--- src/dgp_pkg.sv ---
// Constants for the dual GPIO port bank: register indices, masks, resets.
// Assumes a 32-bit APB slave; byte address is four times the register index.
package dgp_pkg;
   localparam int          ADDR_W       = 12;
   localparam int          IDX_W        = 10;

   // Register indices (byte address = index * 4)
   localparam logic [9:0]  IDX_A_DIR    = 10'h2c0;
   localparam logic [9:0]  IDX_A_PIN    = 10'h2c2;
   localparam logic [9:0]  IDX_A_LAT    = 10'h2c4;
   localparam logic [9:0]  IDX_A_OD     = 10'h2c6;
   localparam logic [9:0]  IDX_B_DIR    = 10'h2c8;
   localparam logic [9:0]  IDX_B_PIN    = 10'h2ca;
   localparam logic [9:0]  IDX_B_LAT    = 10'h2cc;
   localparam logic [9:0]  IDX_B_OD     = 10'h2ce;
   localparam logic [9:0]  IDX_PAD      = 10'h2fc;

   // Reset values
   localparam logic [15:0] A_DIR_RST    = 16'h00df;
   localparam logic [15:0] B_DIR_RST    = 16'hffff;
   localparam logic [15:0] LAT_RST      = 16'h0000;
   localparam logic [15:0] OD_RST       = 16'h0000;
   localparam logic [15:0] PAD_RST      = 16'h0000;

   // Implemented bit masks
   localparam logic [15:0] A_IMPL       = 16'h00df;
   localparam logic [15:0] A_DROP20     = 16'h0080;
   localparam logic [15:0] B_IMPL       = 16'hffff;
   localparam logic [15:0] B_DROP20     = 16'h0c68;
   localparam logic [15:0] PAD_IMPL     = 16'h001e;
   localparam logic [15:0] NONE_MASK    = 16'h0000;

   // Qualified bits
   localparam logic [15:0] A_BIT5       = 16'h0020;
   localparam logic [15:0] A_BIT2       = 16'h0004;
   localparam logic [15:0] A_BIT3       = 16'h0008;
   localparam logic [15:0] BITS_10      = 16'h0003;
   localparam logic [15:0] BIT4         = 16'h0010;

   // Oscillator modes
   localparam logic [1:0]  OSC_OFF      = 2'b00;
   localparam logic [1:0]  OSC_EXT_CLK  = 2'b11;

   // Pad configuration field positions
   localparam int          PAD_DLY_POS  = 4;
   localparam int          PAD_OCT_POS  = 3;
   localparam int          PAD_SHI_POS  = 2;
   localparam int          PAD_SLO_POS  = 1;

   localparam int          PORT_A_W     = 8;
   localparam int          PORT_B_W     = 16;
endpackage : dgp_pkg

--- src/dgp_top.sv ---
// Dual GPIO port bank with APB register access and pin availability gating.
// Assumes oscillator, debug and reset-pin qualifiers are synchronous levels.
//
// Design decision made here: the APB slave port.
module dgp_top
   import dgp_pkg::*;
#(
   parameter bit PIN20 = 1'b0
)
(
   input  wire logic                pclk,
   input  wire logic                presetn,
   input  wire logic                pclk_en,
   input  wire logic                psel,
   input  wire logic                penable,
   input  wire logic                pwrite,
   input  wire logic [ADDR_W-1:0]   paddr,
   input  wire logic [31:0]         pwdata,
   input  wire logic [3:0]          pstrb,
   output logic      [31:0]         prdata,
   output logic                     pready,
   output logic                     pslverr,
   input  wire logic                reset_pin_enable,
   input  wire logic [1:0]          primary_osc_mode,
   input  wire logic                clock_out_pin_select,
   input  wire logic                debug_pair_two_active,
   input  wire logic                debug_pair_three_active,
   input  wire logic                emu_pair_one_active,
   input  wire logic                emu_pair_three_active,
   input  wire logic [PORT_A_W-1:0] pa_in,
   output logic      [PORT_A_W-1:0] pa_out,
   output logic      [PORT_A_W-1:0] pa_oe,
   input  wire logic [PORT_B_W-1:0] pb_in,
   output logic      [PORT_B_W-1:0] pb_out,
   output logic      [PORT_B_W-1:0] pb_oe,
   output logic                     two_wire_input_delay,
   output logic                     compare_output_tristate,
   output logic                     clock_seconds_select_hi,
   output logic                     clock_seconds_select_lo
);
   localparam logic [15:0] A_MASK = PIN20 ? (A_IMPL & ~A_DROP20) : A_IMPL;
   localparam logic [15:0] B_MASK = PIN20 ? (B_IMPL & ~B_DROP20) : B_IMPL;

   logic      [31:0] prdata_reg;
   logic             pready_reg;
   logic             pslverr_reg;
   logic      [15:0] pad_reg;
   logic      [15:0] a_dir;
   logic      [15:0] a_lat;
   logic      [15:0] a_od;
   logic      [15:0] b_dir;
   logic      [15:0] b_lat;
   logic      [15:0] b_od;

   wire logic [IDX_W-1:0] idx;
   wire logic        first_acc;
   wire logic        commit;
   wire logic        do_wr;
   wire logic        hit;
   wire logic        osc_a2_ok;
   wire logic        osc_a3_ok;
   wire logic [15:0] a_avail;
   wire logic [15:0] b_avail;
   wire logic [15:0] a_pin_mask;
   wire logic [15:0] b_pin_mask;
   wire logic [15:0] a_pin_rd;
   wire logic [15:0] b_pin_rd;
   wire logic [15:0] rd_mux;
   wire logic [15:0] pad_wmask;
   wire logic [15:0] pad_next;

   // APB decode
   assign idx       = paddr[ADDR_W-1:2];
   assign first_acc = psel & penable & ~pready_reg;
   assign commit    = psel & penable & pready_reg;
   assign do_wr     = commit & pwrite & ~pslverr_reg;
   assign hit       = (idx == IDX_A_DIR) | (idx == IDX_A_PIN) | (idx == IDX_A_LAT)
                    | (idx == IDX_A_OD)  | (idx == IDX_B_DIR) | (idx == IDX_B_PIN)
                    | (idx == IDX_B_LAT) | (idx == IDX_B_OD)  | (idx == IDX_PAD);

   assign osc_a2_ok = (primary_osc_mode == OSC_OFF);
   // oscillator and clock out qualify bit 3
   assign osc_a3_ok = ((primary_osc_mode == OSC_OFF) | (primary_osc_mode == OSC_EXT_CLK))
                    & ~clock_out_pin_select;
   assign a_avail   = A_MASK & ~(osc_a2_ok ? NONE_MASK : A_BIT2)
                    & ~(osc_a3_ok ? NONE_MASK : A_BIT3);
   assign b_avail   = B_MASK;

   // bit 5 with reset pin off
   // debug pair two hides bits 1 and 0
   // debug pair three hides bit 4
   assign a_pin_mask = (a_avail | (reset_pin_enable ? NONE_MASK : A_BIT5))
                     & ~(debug_pair_two_active ? BITS_10 : NONE_MASK)
                     & ~(debug_pair_three_active ? BIT4 : NONE_MASK);
   // emulation pair one hides bits 1 and 0
   // emulation pair three hides bit 4
   assign b_pin_mask = b_avail
                     & ~(emu_pair_one_active ? BITS_10 : NONE_MASK)
                     & ~(emu_pair_three_active ? BIT4 : NONE_MASK);

   assign a_pin_rd = {8'h00, pa_in} & a_pin_mask;
   assign b_pin_rd = pb_in & b_pin_mask;

   assign rd_mux = (idx == IDX_A_DIR) ? (a_dir & a_avail) :
                   (idx == IDX_A_PIN) ? a_pin_rd :
                   (idx == IDX_A_LAT) ? (a_lat & a_avail) :
                   (idx == IDX_A_OD)  ? (a_od & a_avail) :
                   (idx == IDX_B_DIR) ? (b_dir & b_avail) :
                   (idx == IDX_B_PIN) ? b_pin_rd :
                   (idx == IDX_B_LAT) ? (b_lat & b_avail) :
                   (idx == IDX_B_OD)  ? (b_od & b_avail) :
                   (idx == IDX_PAD)   ? (pad_reg & PAD_IMPL) : 16'h0000;

   // pad writes limited to implemented fields
   assign pad_wmask = {{8{pstrb[1]}}, {8{pstrb[0]}}} & PAD_IMPL;
   assign pad_next  = (pad_reg & ~pad_wmask) | (pwdata[15:0] & pad_wmask);

   // APB answer: one wait state, data and error registered
   always_ff @(posedge pclk or negedge presetn)
   begin
      if (!presetn)
      begin
         pready_reg  <= 1'b0;
         pslverr_reg <= 1'b0;
         prdata_reg  <= 32'h0000_0000;
      end
      else if (pclk_en)
      begin
         pready_reg  <= first_acc;
         pslverr_reg <= first_acc & ~hit;
         if (first_acc)
            prdata_reg <= {16'h0000, (pwrite ? 16'h0000 : rd_mux)};
      end
   end

   always_ff @(posedge pclk or negedge presetn)
   begin
      if (!presetn)
         pad_reg <= PAD_RST;
      else if (pclk_en && do_wr && idx == IDX_PAD)
         pad_reg <= pad_next;
   end

   assign prdata                  = prdata_reg;
   assign pready                  = pready_reg;
   assign pslverr                 = pslverr_reg;
   assign two_wire_input_delay    = pad_reg[PAD_DLY_POS];
   assign compare_output_tristate = pad_reg[PAD_OCT_POS];
   assign clock_seconds_select_hi = pad_reg[PAD_SHI_POS];
   assign clock_seconds_select_lo = pad_reg[PAD_SLO_POS];

   // port A direction resets to 00df, 005f in 20-pin
   // port A bit 7 absent in 20-pin
   dgp_port #(
      .WIDTH   (PORT_A_W),
      .DIR_RST (A_DIR_RST),
      .IMPL    (A_MASK)
   ) u_port_a (
      .pclk        (pclk),
      .presetn     (presetn),
      .ce          (pclk_en),
      .wr_dir      (do_wr && idx == IDX_A_DIR),
      .wr_lat      (do_wr && (idx == IDX_A_LAT || idx == IDX_A_PIN)),
      .wr_od       (do_wr && idx == IDX_A_OD),
      .wbe         (pstrb[1:0]),
      .wdata       (pwdata[15:0]),
      .avail       (a_avail),
      .dir_reg     (a_dir),
      .lat_reg     (a_lat),
      .od_reg      (a_od),
      .pad_out_reg (pa_out),
      .pad_oe_reg  (pa_oe)
   );

   // port B direction resets to ffff, f397 in 20-pin
   // port B bits absent in 20-pin
   dgp_port #(
      .WIDTH   (PORT_B_W),
      .DIR_RST (B_DIR_RST),
      .IMPL    (B_MASK)
   ) u_port_b (
      .pclk        (pclk),
      .presetn     (presetn),
      .ce          (pclk_en),
      .wr_dir      (do_wr && idx == IDX_B_DIR),
      .wr_lat      (do_wr && (idx == IDX_B_LAT || idx == IDX_B_PIN)),
      .wr_od       (do_wr && idx == IDX_B_OD),
      .wbe         (pstrb[1:0]),
      .wdata       (pwdata[15:0]),
      .avail       (b_avail),
      .dir_reg     (b_dir),
      .lat_reg     (b_lat),
      .od_reg      (b_od),
      .pad_out_reg (pb_out),
      .pad_oe_reg  (pb_oe)
   );

   // Assertions
   ready_pulse_a : assert property (@(posedge pclk) disable iff (!presetn)
      (pclk_en && first_acc) |=> (pready && $past(pready) == 1'b0))
      else $error("pready not raised after first access cycle");

   pad_unimpl_a : assert property (@(posedge pclk) disable iff (!presetn)
      (pready && !pwrite && idx == IDX_PAD) |-> (prdata[31:5] == 27'h0 && !prdata[0]))
      else $error("pad register unimplemented bit reads nonzero");

   reset_vals_a : assert property (@(posedge pclk) disable iff (!presetn)
      $rose(presetn) |-> (a_dir == (A_DIR_RST & A_MASK) && b_dir == (B_DIR_RST & B_MASK)
                          && a_od == OD_RST && b_od == OD_RST && pad_reg == PAD_RST))
      else $error("reset values wrong");

   a_bit5_a : assert property (@(posedge pclk) disable iff (!presetn)
      (pclk_en && first_acc && !pwrite && idx == IDX_A_PIN && reset_pin_enable)
      |=> !prdata[5])
      else $error("port A bit 5 readable with reset pin enabled");

   a_dbg_a : assert property (@(posedge pclk) disable iff (!presetn)
      (pclk_en && first_acc && !pwrite && idx == IDX_A_PIN && debug_pair_two_active)
      |=> (prdata[1:0] == 2'b00))
      else $error("port A bits 1:0 visible during debug pair two");

   a_dbg3_a : assert property (@(posedge pclk) disable iff (!presetn)
      (pclk_en && first_acc && !pwrite && idx == IDX_A_PIN && debug_pair_three_active)
      |=> !prdata[4])
      else $error("port A bit 4 visible during debug pair three");

   b_emu1_a : assert property (@(posedge pclk) disable iff (!presetn)
      (pclk_en && first_acc && !pwrite && idx == IDX_B_PIN && emu_pair_one_active)
      |=> (prdata[1:0] == 2'b00))
      else $error("port B bits 1:0 visible during emulation pair one");

   b_emu3_a : assert property (@(posedge pclk) disable iff (!presetn)
      (pclk_en && first_acc && !pwrite && idx == IDX_B_PIN && emu_pair_three_active)
      |=> !prdata[4])
      else $error("port B bit 4 visible during emulation pair three");

   osc_bit2_a : assert property (@(posedge pclk) disable iff (!presetn)
      (pclk_en && primary_osc_mode != OSC_OFF) |=> !pa_oe[2])
      else $error("port A bit 2 driven with oscillator on");

   osc_bit3_a : assert property (@(posedge pclk) disable iff (!presetn)
      (pclk_en && (clock_out_pin_select || primary_osc_mode == 2'b01
                   || primary_osc_mode == 2'b10)) |=> !pa_oe[3])
      else $error("port A bit 3 driven while claimed by oscillator");

   a_pin20_a : assert property (@(posedge pclk) disable iff (!presetn)
      PIN20 |-> (!pa_oe[7] && !a_dir[7] && !a_lat[7] && !a_od[7]))
      else $error("port A bit 7 present in 20-pin variant");

   b_pin20_a : assert property (@(posedge pclk) disable iff (!presetn)
      PIN20 |-> ((pb_oe & B_DROP20) == 16'h0000 && (b_lat & B_DROP20) == 16'h0000))
      else $error("port B absent bit present in 20-pin variant");

   pin_level_a : assert property (@(posedge pclk) disable iff (!presetn)
      (pclk_en && first_acc && !pwrite && idx == IDX_B_PIN && !emu_pair_one_active)
      |=> (prdata[0] == $past(pb_in[0])))
      else $error("port B pin read does not match pin level");
endmodule : dgp_top

--- src/dgp_port.sv ---
// One GPIO port: direction, output latch and open-drain registers and pad drive.
// Assumes writes arrive as single-cycle strobes with byte enables.
module dgp_port
   import dgp_pkg::*;
#(
   parameter int          WIDTH   = 16,
   parameter logic [15:0] DIR_RST = 16'hffff,
   parameter logic [15:0] IMPL    = 16'hffff
)
(
   input  wire logic             pclk,
   input  wire logic             presetn,
   input  wire logic             ce,
   input  wire logic             wr_dir,
   input  wire logic             wr_lat,
   input  wire logic             wr_od,
   input  wire logic [1:0]       wbe,
   input  wire logic [15:0]      wdata,
   input  wire logic [15:0]      avail,
   output logic      [15:0]      dir_reg,
   output logic      [15:0]      lat_reg,
   output logic      [15:0]      od_reg,
   output logic      [WIDTH-1:0] pad_out_reg,
   output logic      [WIDTH-1:0] pad_oe_reg
);
   wire logic [15:0] wmask;
   wire logic [15:0] dir_next;
   wire logic [15:0] lat_next;
   wire logic [15:0] od_next;
   wire logic [15:0] out_next;
   wire logic [15:0] oe_next;

   assign wmask    = {{8{wbe[1]}}, {8{wbe[0]}}} & IMPL;
   assign dir_next = (dir_reg & ~wmask) | (wdata & wmask);
   assign lat_next = (lat_reg & ~wmask) | (wdata & wmask);
   assign od_next  = (od_reg & ~wmask) | (wdata & wmask);
   assign out_next = lat_reg & ~od_reg;
   assign oe_next  = ~dir_reg & avail & (~od_reg | ~lat_reg);

   always_ff @(posedge pclk or negedge presetn)
   begin
      if (!presetn)
      begin
         dir_reg     <= DIR_RST & IMPL;
         lat_reg     <= LAT_RST;
         od_reg      <= OD_RST;
         pad_out_reg <= '0;
         pad_oe_reg  <= '0;
      end
      else if (ce)
      begin
         if (wr_dir)
            dir_reg <= dir_next;
         if (wr_lat)
            lat_reg <= lat_next;
         if (wr_od)
            od_reg <= od_next;
         pad_out_reg <= out_next[WIDTH-1:0];
         pad_oe_reg  <= oe_next[WIDTH-1:0];
      end
   end

   dir_input_a : assert property (@(posedge pclk) disable iff (!presetn)
      (ce && dir_reg[0]) |=> !pad_oe_reg[0])
      else $error("pad driven while direction is input");

   od_high_a : assert property (@(posedge pclk) disable iff (!presetn)
      (ce && od_reg[0] && lat_reg[0]) |=> (!pad_oe_reg[0] && !pad_out_reg[0]))
      else $error("open-drain pad driven high");

   push_pull_a : assert property (@(posedge pclk) disable iff (!presetn)
      (ce && !od_reg[0] && !dir_reg[0] && avail[0]) |=>
      (pad_oe_reg[0] && pad_out_reg[0] == $past(lat_reg[0])))
      else $error("push-pull pad not following latch");
endmodule : dgp_port

--- config.mk ---
export PLATFORM = sky130hd
export DESIGN_NAME = dgp_top
export DESIGN_NICKNAME = d
export VERILOG_FILES = /design/src/dgp_pkg.sv /design/src/dgp_top.sv /design/src/dgp_port.sv
export SDC_FILE = /design/constraint.sdc
export NUM_CORES = 1
export LEC_CHECK = 0
export BUFFER_PORTS_ARGS = -buffer_cell sky130_fd_sc_hd__buf_2
export CAP_MARGIN = 20
export CORE_ASPECT_RATIO = 1.75
export CORE_UTILIZATION = 53
export DETAILED_ROUTE_END_ITERATION = 7
export MAX_ROUTING_LAYER = met4
export PLACE_DENSITY = 0.79
export SYNTH_ARGS = -nofsm -noshare
export SYNTH_HDL_FRONTEND = slang
export SYNTH_SLANG_ARGS = --single-unit
--- constraint.sdc ---
create_clock -name pclk -period 2.4 [get_ports pclk]
set_clock_uncertainty 0.2 [all_clocks]
set_input_delay 0.24 -clock pclk [delete_from_list [all_inputs] [get_ports pclk]]
set_output_delay 0.24 -clock pclk [all_outputs]
set_load 0.05 [all_outputs]
======== Word level (Yosys, flattened, before mapping) ========
Cells that the tools add are included.
storage, ports and cells
  flip-flop bits (word level) ............. 178
  bits in latches ......................... 0
  memory bits (writable) .................. 0
  bits in read-only memories .............. 0
  bits of input ports ..................... 86
  memories ................................ 0
operators by class
  add/subtract/negate cells ............... 0
  $mul .................................... 0
  divide/modulo/power cells ............... 0
  order comparisons ....................... 0
  equality and inequality tests ........... 10
  shift operators ......................... 0
  mux-type cells .......................... 17
  bitwise operators ....................... 69
  reduce and logical (&&, ||, !) cells .... 18
operator list
  cell                  number
  $and 16x16->16        17
  $mux 16               9
  $or 16x16->16         8
  $eq 10x10->1 const B  9
  $not 16->16           4
  $not 5->16            3
  $and 8x16->16         2
  $not 2->16            2
  $and 8x8->8           3
  $not 8->8             3
  $and 16x5->16         1
  $and 16x8->16         1
  $not 4->16            1
  $not 8->16            1
  $or 16x6->16          1
  $mux 5                3
  $reduce_and 2->1      7
  $or 1x1->1            9
  $logic_and 1x1->1     8
  $not 3->8             1
  $or 8x8->8            1
  $and 1x1->1           7
  $mux 6                1
  $mux 2                2
  other kinds (6)       10

======== Longest topological paths before layout ========
  depth after elaboration ................. 13
  gate-level depth with buffers ........... 7

======== Hierarchy ========
From an unflattened synthesis, not the netlist that was laid out.
unflattened totals
  cell total of the unflattened synthesis .. 652
  area, all modules ....................... 7,216.9 sq um
by module, submodules not included
  module                times used  cells an instance  area an instance (sq um)  sequential area each (sq um)
  dgp_port at u_port_b  1           254                3,337.0                   2,021.9
  dgp_top               1           255                2,164.6                   550.5
  dgp_port at u_port_a  1           143                1,715.4                   909.6

======== Worst setup path after synthesis ========
No wires, ideal clock.
  kind .................................... reg-to-reg
  from .................................... register pready_reg (netlist: pready)
  to ...................................... register with a tool-made name
  arrival time ............................ 1,881 ps
  data required time ...................... 2,075 ps
  slack ................................... 195 ps
  cell stages (with the launch flop) ...... 6
  buffers on the path ..................... 0
  clock period less this slack ............ 2,205 ps
  path through ............................ dfrtp_1 nand2_1 nor3_2 nand2_1 nor3_4 mux2_2
RTL lines
  what                    RTL line        source
  from (decl)             dgp_top.sv:45   logic pready_reg;
  from (signal assigned)  dgp_top.sv:129  pready_reg <= first_acc;

======== Final worst setup path ========
  from .................................... register pready_reg (netlist: pready)
  to ...................................... register prdata_reg[13] (netlist: prdata[13])
on the way
  longest elaborated chain between the ends .. 3
RTL lines
  what                        RTL line        source
  $not 1->1                   dgp_top.sv:74   assign first_acc = psel & penable & ~pready_reg;
  $and 1x1->1                 dgp_top.sv:74
  $reduce_and 2->1 (no line)  --
  to (signal assigned)        dgp_top.sv:132  prdata_reg <= {16'h0000, (pwrite ? 16'h0000 : rd_mux)};
  to (decl)                   dgp_top.sv:44   logic [31:0] prdata_reg;
Every way passes these cells.
A chain may end at the register's enable or synchronous reset.

==> results.sh <==
export IMPL_status="completed"
export IMPL_fmax_mhz=443.7
export IMPL_cp_required_ns=2.53
export IMPL_vias_per_cell=5.739
export IMPL_die_w_um=87.86
export IMPL_cts_buffers=17
export IMPL_clockBufferDepth=2
export IMPL_yosysTopAreaCellShare_pct=41.72
export IMPL_final_max_slew_viol_count=0
export IMPL_post_route_drc_count=0
export IMPL_min_period_over_period_pct=93.90
export IMPL_arrival_ns=2.38
export IMPL_worst_pin_slew_ns=0.7650
export IMPL_syn_area_mm2=0.006838
export IMPL_postSynth_asyncResetShare_pct=100.0
export IMPL_layout_min_cycle_time_ns=2.254
export IMPL_antenna_cells=0
export IMPL_area_growth_pct=26.75
export IMPL_synth_most_common_cell="dfrtp_1"
export IMPL_synth_common_cells="dfrtp_1 (114), mux2_2 (94), nand2_1 (44)"
export IMPL_cts_resized_gates=0
export IMPL_synth_top_family_by_area="multiplexers"
export IMPL_synth_simple_gate_area_share_pct=13.92
export IMPL_rsz0062_at_grt="no"
export IMPL_drive_above_1_share_pct=43.54
export IMPL_grt_pass1_vias=5950
export IMPL_grt_max_degree=95
export IMPL_num_rows=54
export IMPL_synth_area_mux_share_pct=17.93
export IMPL_yosysWarnings=0
export IMPL_yosys_area_top_type="dfrtp_1"
export IMPL_worstSkewPairLatency_ns=0.42
export IMPL_drv_cap=0
export IMPL_yosys_most_used_dff="dfrtp_1"
export IMPL_crit_type="reg -> reg"
export IMPL_hold_buffers=25
export IMPL_critPathMaxFanout=8
export IMPL_synth_seq_cells=137
export IMPL_layoutNonFillerInstCount=958
export IMPL_synth_edff_count=0
export IMPL_die_area_mm2=0.01338
export IMPL_io_buffers=133
export IMPL_drt_iter0_markers=367
export IMPL_ios=172
export IMPL_first_pass_iters=5
export IMPL_antenna_found_initial=0
export IMPL_synth_distinct_cells=69
export IMPL_yosysSeqAreaShare_pct=50.56
export IMPL_relSlewSlack_pct=48.81
export IMPL_gp_congestion=0.9352
export IMPL_p_leak_nw=4.005
export IMPL_clock_sinks=137
export IMPL_vias=5498
export IMPL_dp_hpwl_mm=13.91
export IMPL_hold_worst_slack_ns=0.02516
export IMPL_start_kind="register"
export IMPL_start_util_pct=54.70
export IMPL_setup_viol=0
export IMPL_cts_tree="done"
export IMPL_reg2reg_depth=5
export IMPL_gr_usage_all_layers_pct=31.53
export IMPL_final_nets=864
export IMPL_synthXorXnorAreaFrac_pct=0
export IMPL_die_h_um=152.3
export IMPL_path_clk_slew_ns=0.07
export IMPL_synthTopCellsByArea="dfrtp_1 (42%), mux2_2 (15%), dfstp_2 (8.8%)"
export IMPL_min_path_type="in -> reg"
export IMPL_grt_pass1_wl_mm=30.45
export IMPL_postCtsSetupBuffers=0
export IMPL_cts_root_buffer="clkbuf_16"
export IMPL_hp_start="pwdata[2]"
export IMPL_synth_compound_area_share_pct=11.56
export IMPL_ant_nets=0
export IMPL_dp_cells=901
export IMPL_final_util_pct=69.34
export IMPL_final_hold_violation_count=0
export IMPL_routed_wl_mm=19.20
export IMPL_cts_max_level=4
export IMPL_reg2reg_from="pready"
export IMPL_synthAdderAreaFrac_pct=0.1830
export IMPL_p_per_area_mw_per_mm2=638.0
export IMPL_reg2reg_to="prdata[13]"
export IMPL_setup_tns_ns=0
export IMPL_synthCells=592
export IMPL_ir_drop_uv=468.5
export IMPL_synth_avg_cell_area_um2=11.55
export IMPL_core_mm2=0.01250
export IMPL_r2r_setup_slack_ns=0.15
export IMPL_overflow=0
export IMPL_post_drt_wl_per_cell_um=20.05
export IMPL_whs_path_depth=2
export IMPL_worst_setup_path_end_kind="register"
==> worst max path at each step <==
stage          cells after the start          to     start  slack, ns
2_1_floorplan                      5    register    pready       0.19
3_3_place_gp                       7    register  paddr[4]       0.17
3_5_place_dp                       7    register  paddr[4]       0.15
4_1_cts                            5  prdata[13]    pready       0.16
5_1_grt                            5   prdata[9]    pready       0.01
6_report                           5  prdata[13]    pready       0.15
==> through the flow <==
stage	total power, W	cell area [um^2]	setup slack (ns)
after floorplan	0.002589	6902	0.1945
after global placement	0.002743	7787	0.1663
after detailed placement	0.002752	7787	0.1468
after CTS	0.005547	8667	0.1591
after global routing	0.005671	8667	0.01151
final	0.005530	8667	0.1463
==> cell type report <==
| class | instances | area (um^2) |
|---|---|---|
| repair buffers | 192 | 1190 |
| clock buffers | 17 | 425.4 |
| flip-flops and latches | 137 | 3457 |
| clock inverters | 15 | 203.9 |
| fillers | 937 | 3832 |
| multi-input cells | 394 | 3049 |
| well taps | 168 | 210.2 |
| inverters | 35 | 131.4 |
==> worst max-delay path, stage by stage (launching register included) <==
cell	delay, ns
dfrtp_1	0.41
nand4b_1	0.26
or2_2	0.41
nor2_1	0.63
nand2_1	0.12
o211ai_1	0.13
==> layout by cell type, fill, tap and decap left out, types with 4 or more instances in the layout <==
cell	instances
a22o_1	9
o21ai_0	33
a221oi_1	6
a21oi_1	33
dlygate4sd3_1	25
mux2_2	94
inv_1	35
nand3_1	11
conb_1	18
o211ai_1	10
buf_4	33
clkbuf_16	17
inv_6	4
buf_2	132
dfrtp_1	114
a31oi_1	5
nor2_1	19
dfstp_2	23
a32oi_1	4
mux2i_1	10
inv_8	4
nor2b_1	5
nand3b_1	24
nand2_1	44
nor3_4	4
==> metal layers <==
layer | GRT usage (%) | share of wire (%)
met4 | 17.17 | 4.9
met5 | - | 0
met1 | 32.74 | 36
met2 | 54.71 | 54
met3 | 5.688 | 5.1
==> power by group <==
group / switching (W) / internal [W]
logic: 0.000288 / 0.000137
clock network: 0.00110 / 0.00168
registers: 0.00000464 / 0.00232
==> cells by family (layout without fill, tap and decap cells) <==
logic type,Yosys count,after routing
simple gates,145,145
flops,137,137
compound gates,122,122
mux,108,108
buf+inv,78,259
fa+ha+maj,1,1
other cells,1,18
Note: power is estimated with default switching activity, not from simulation.
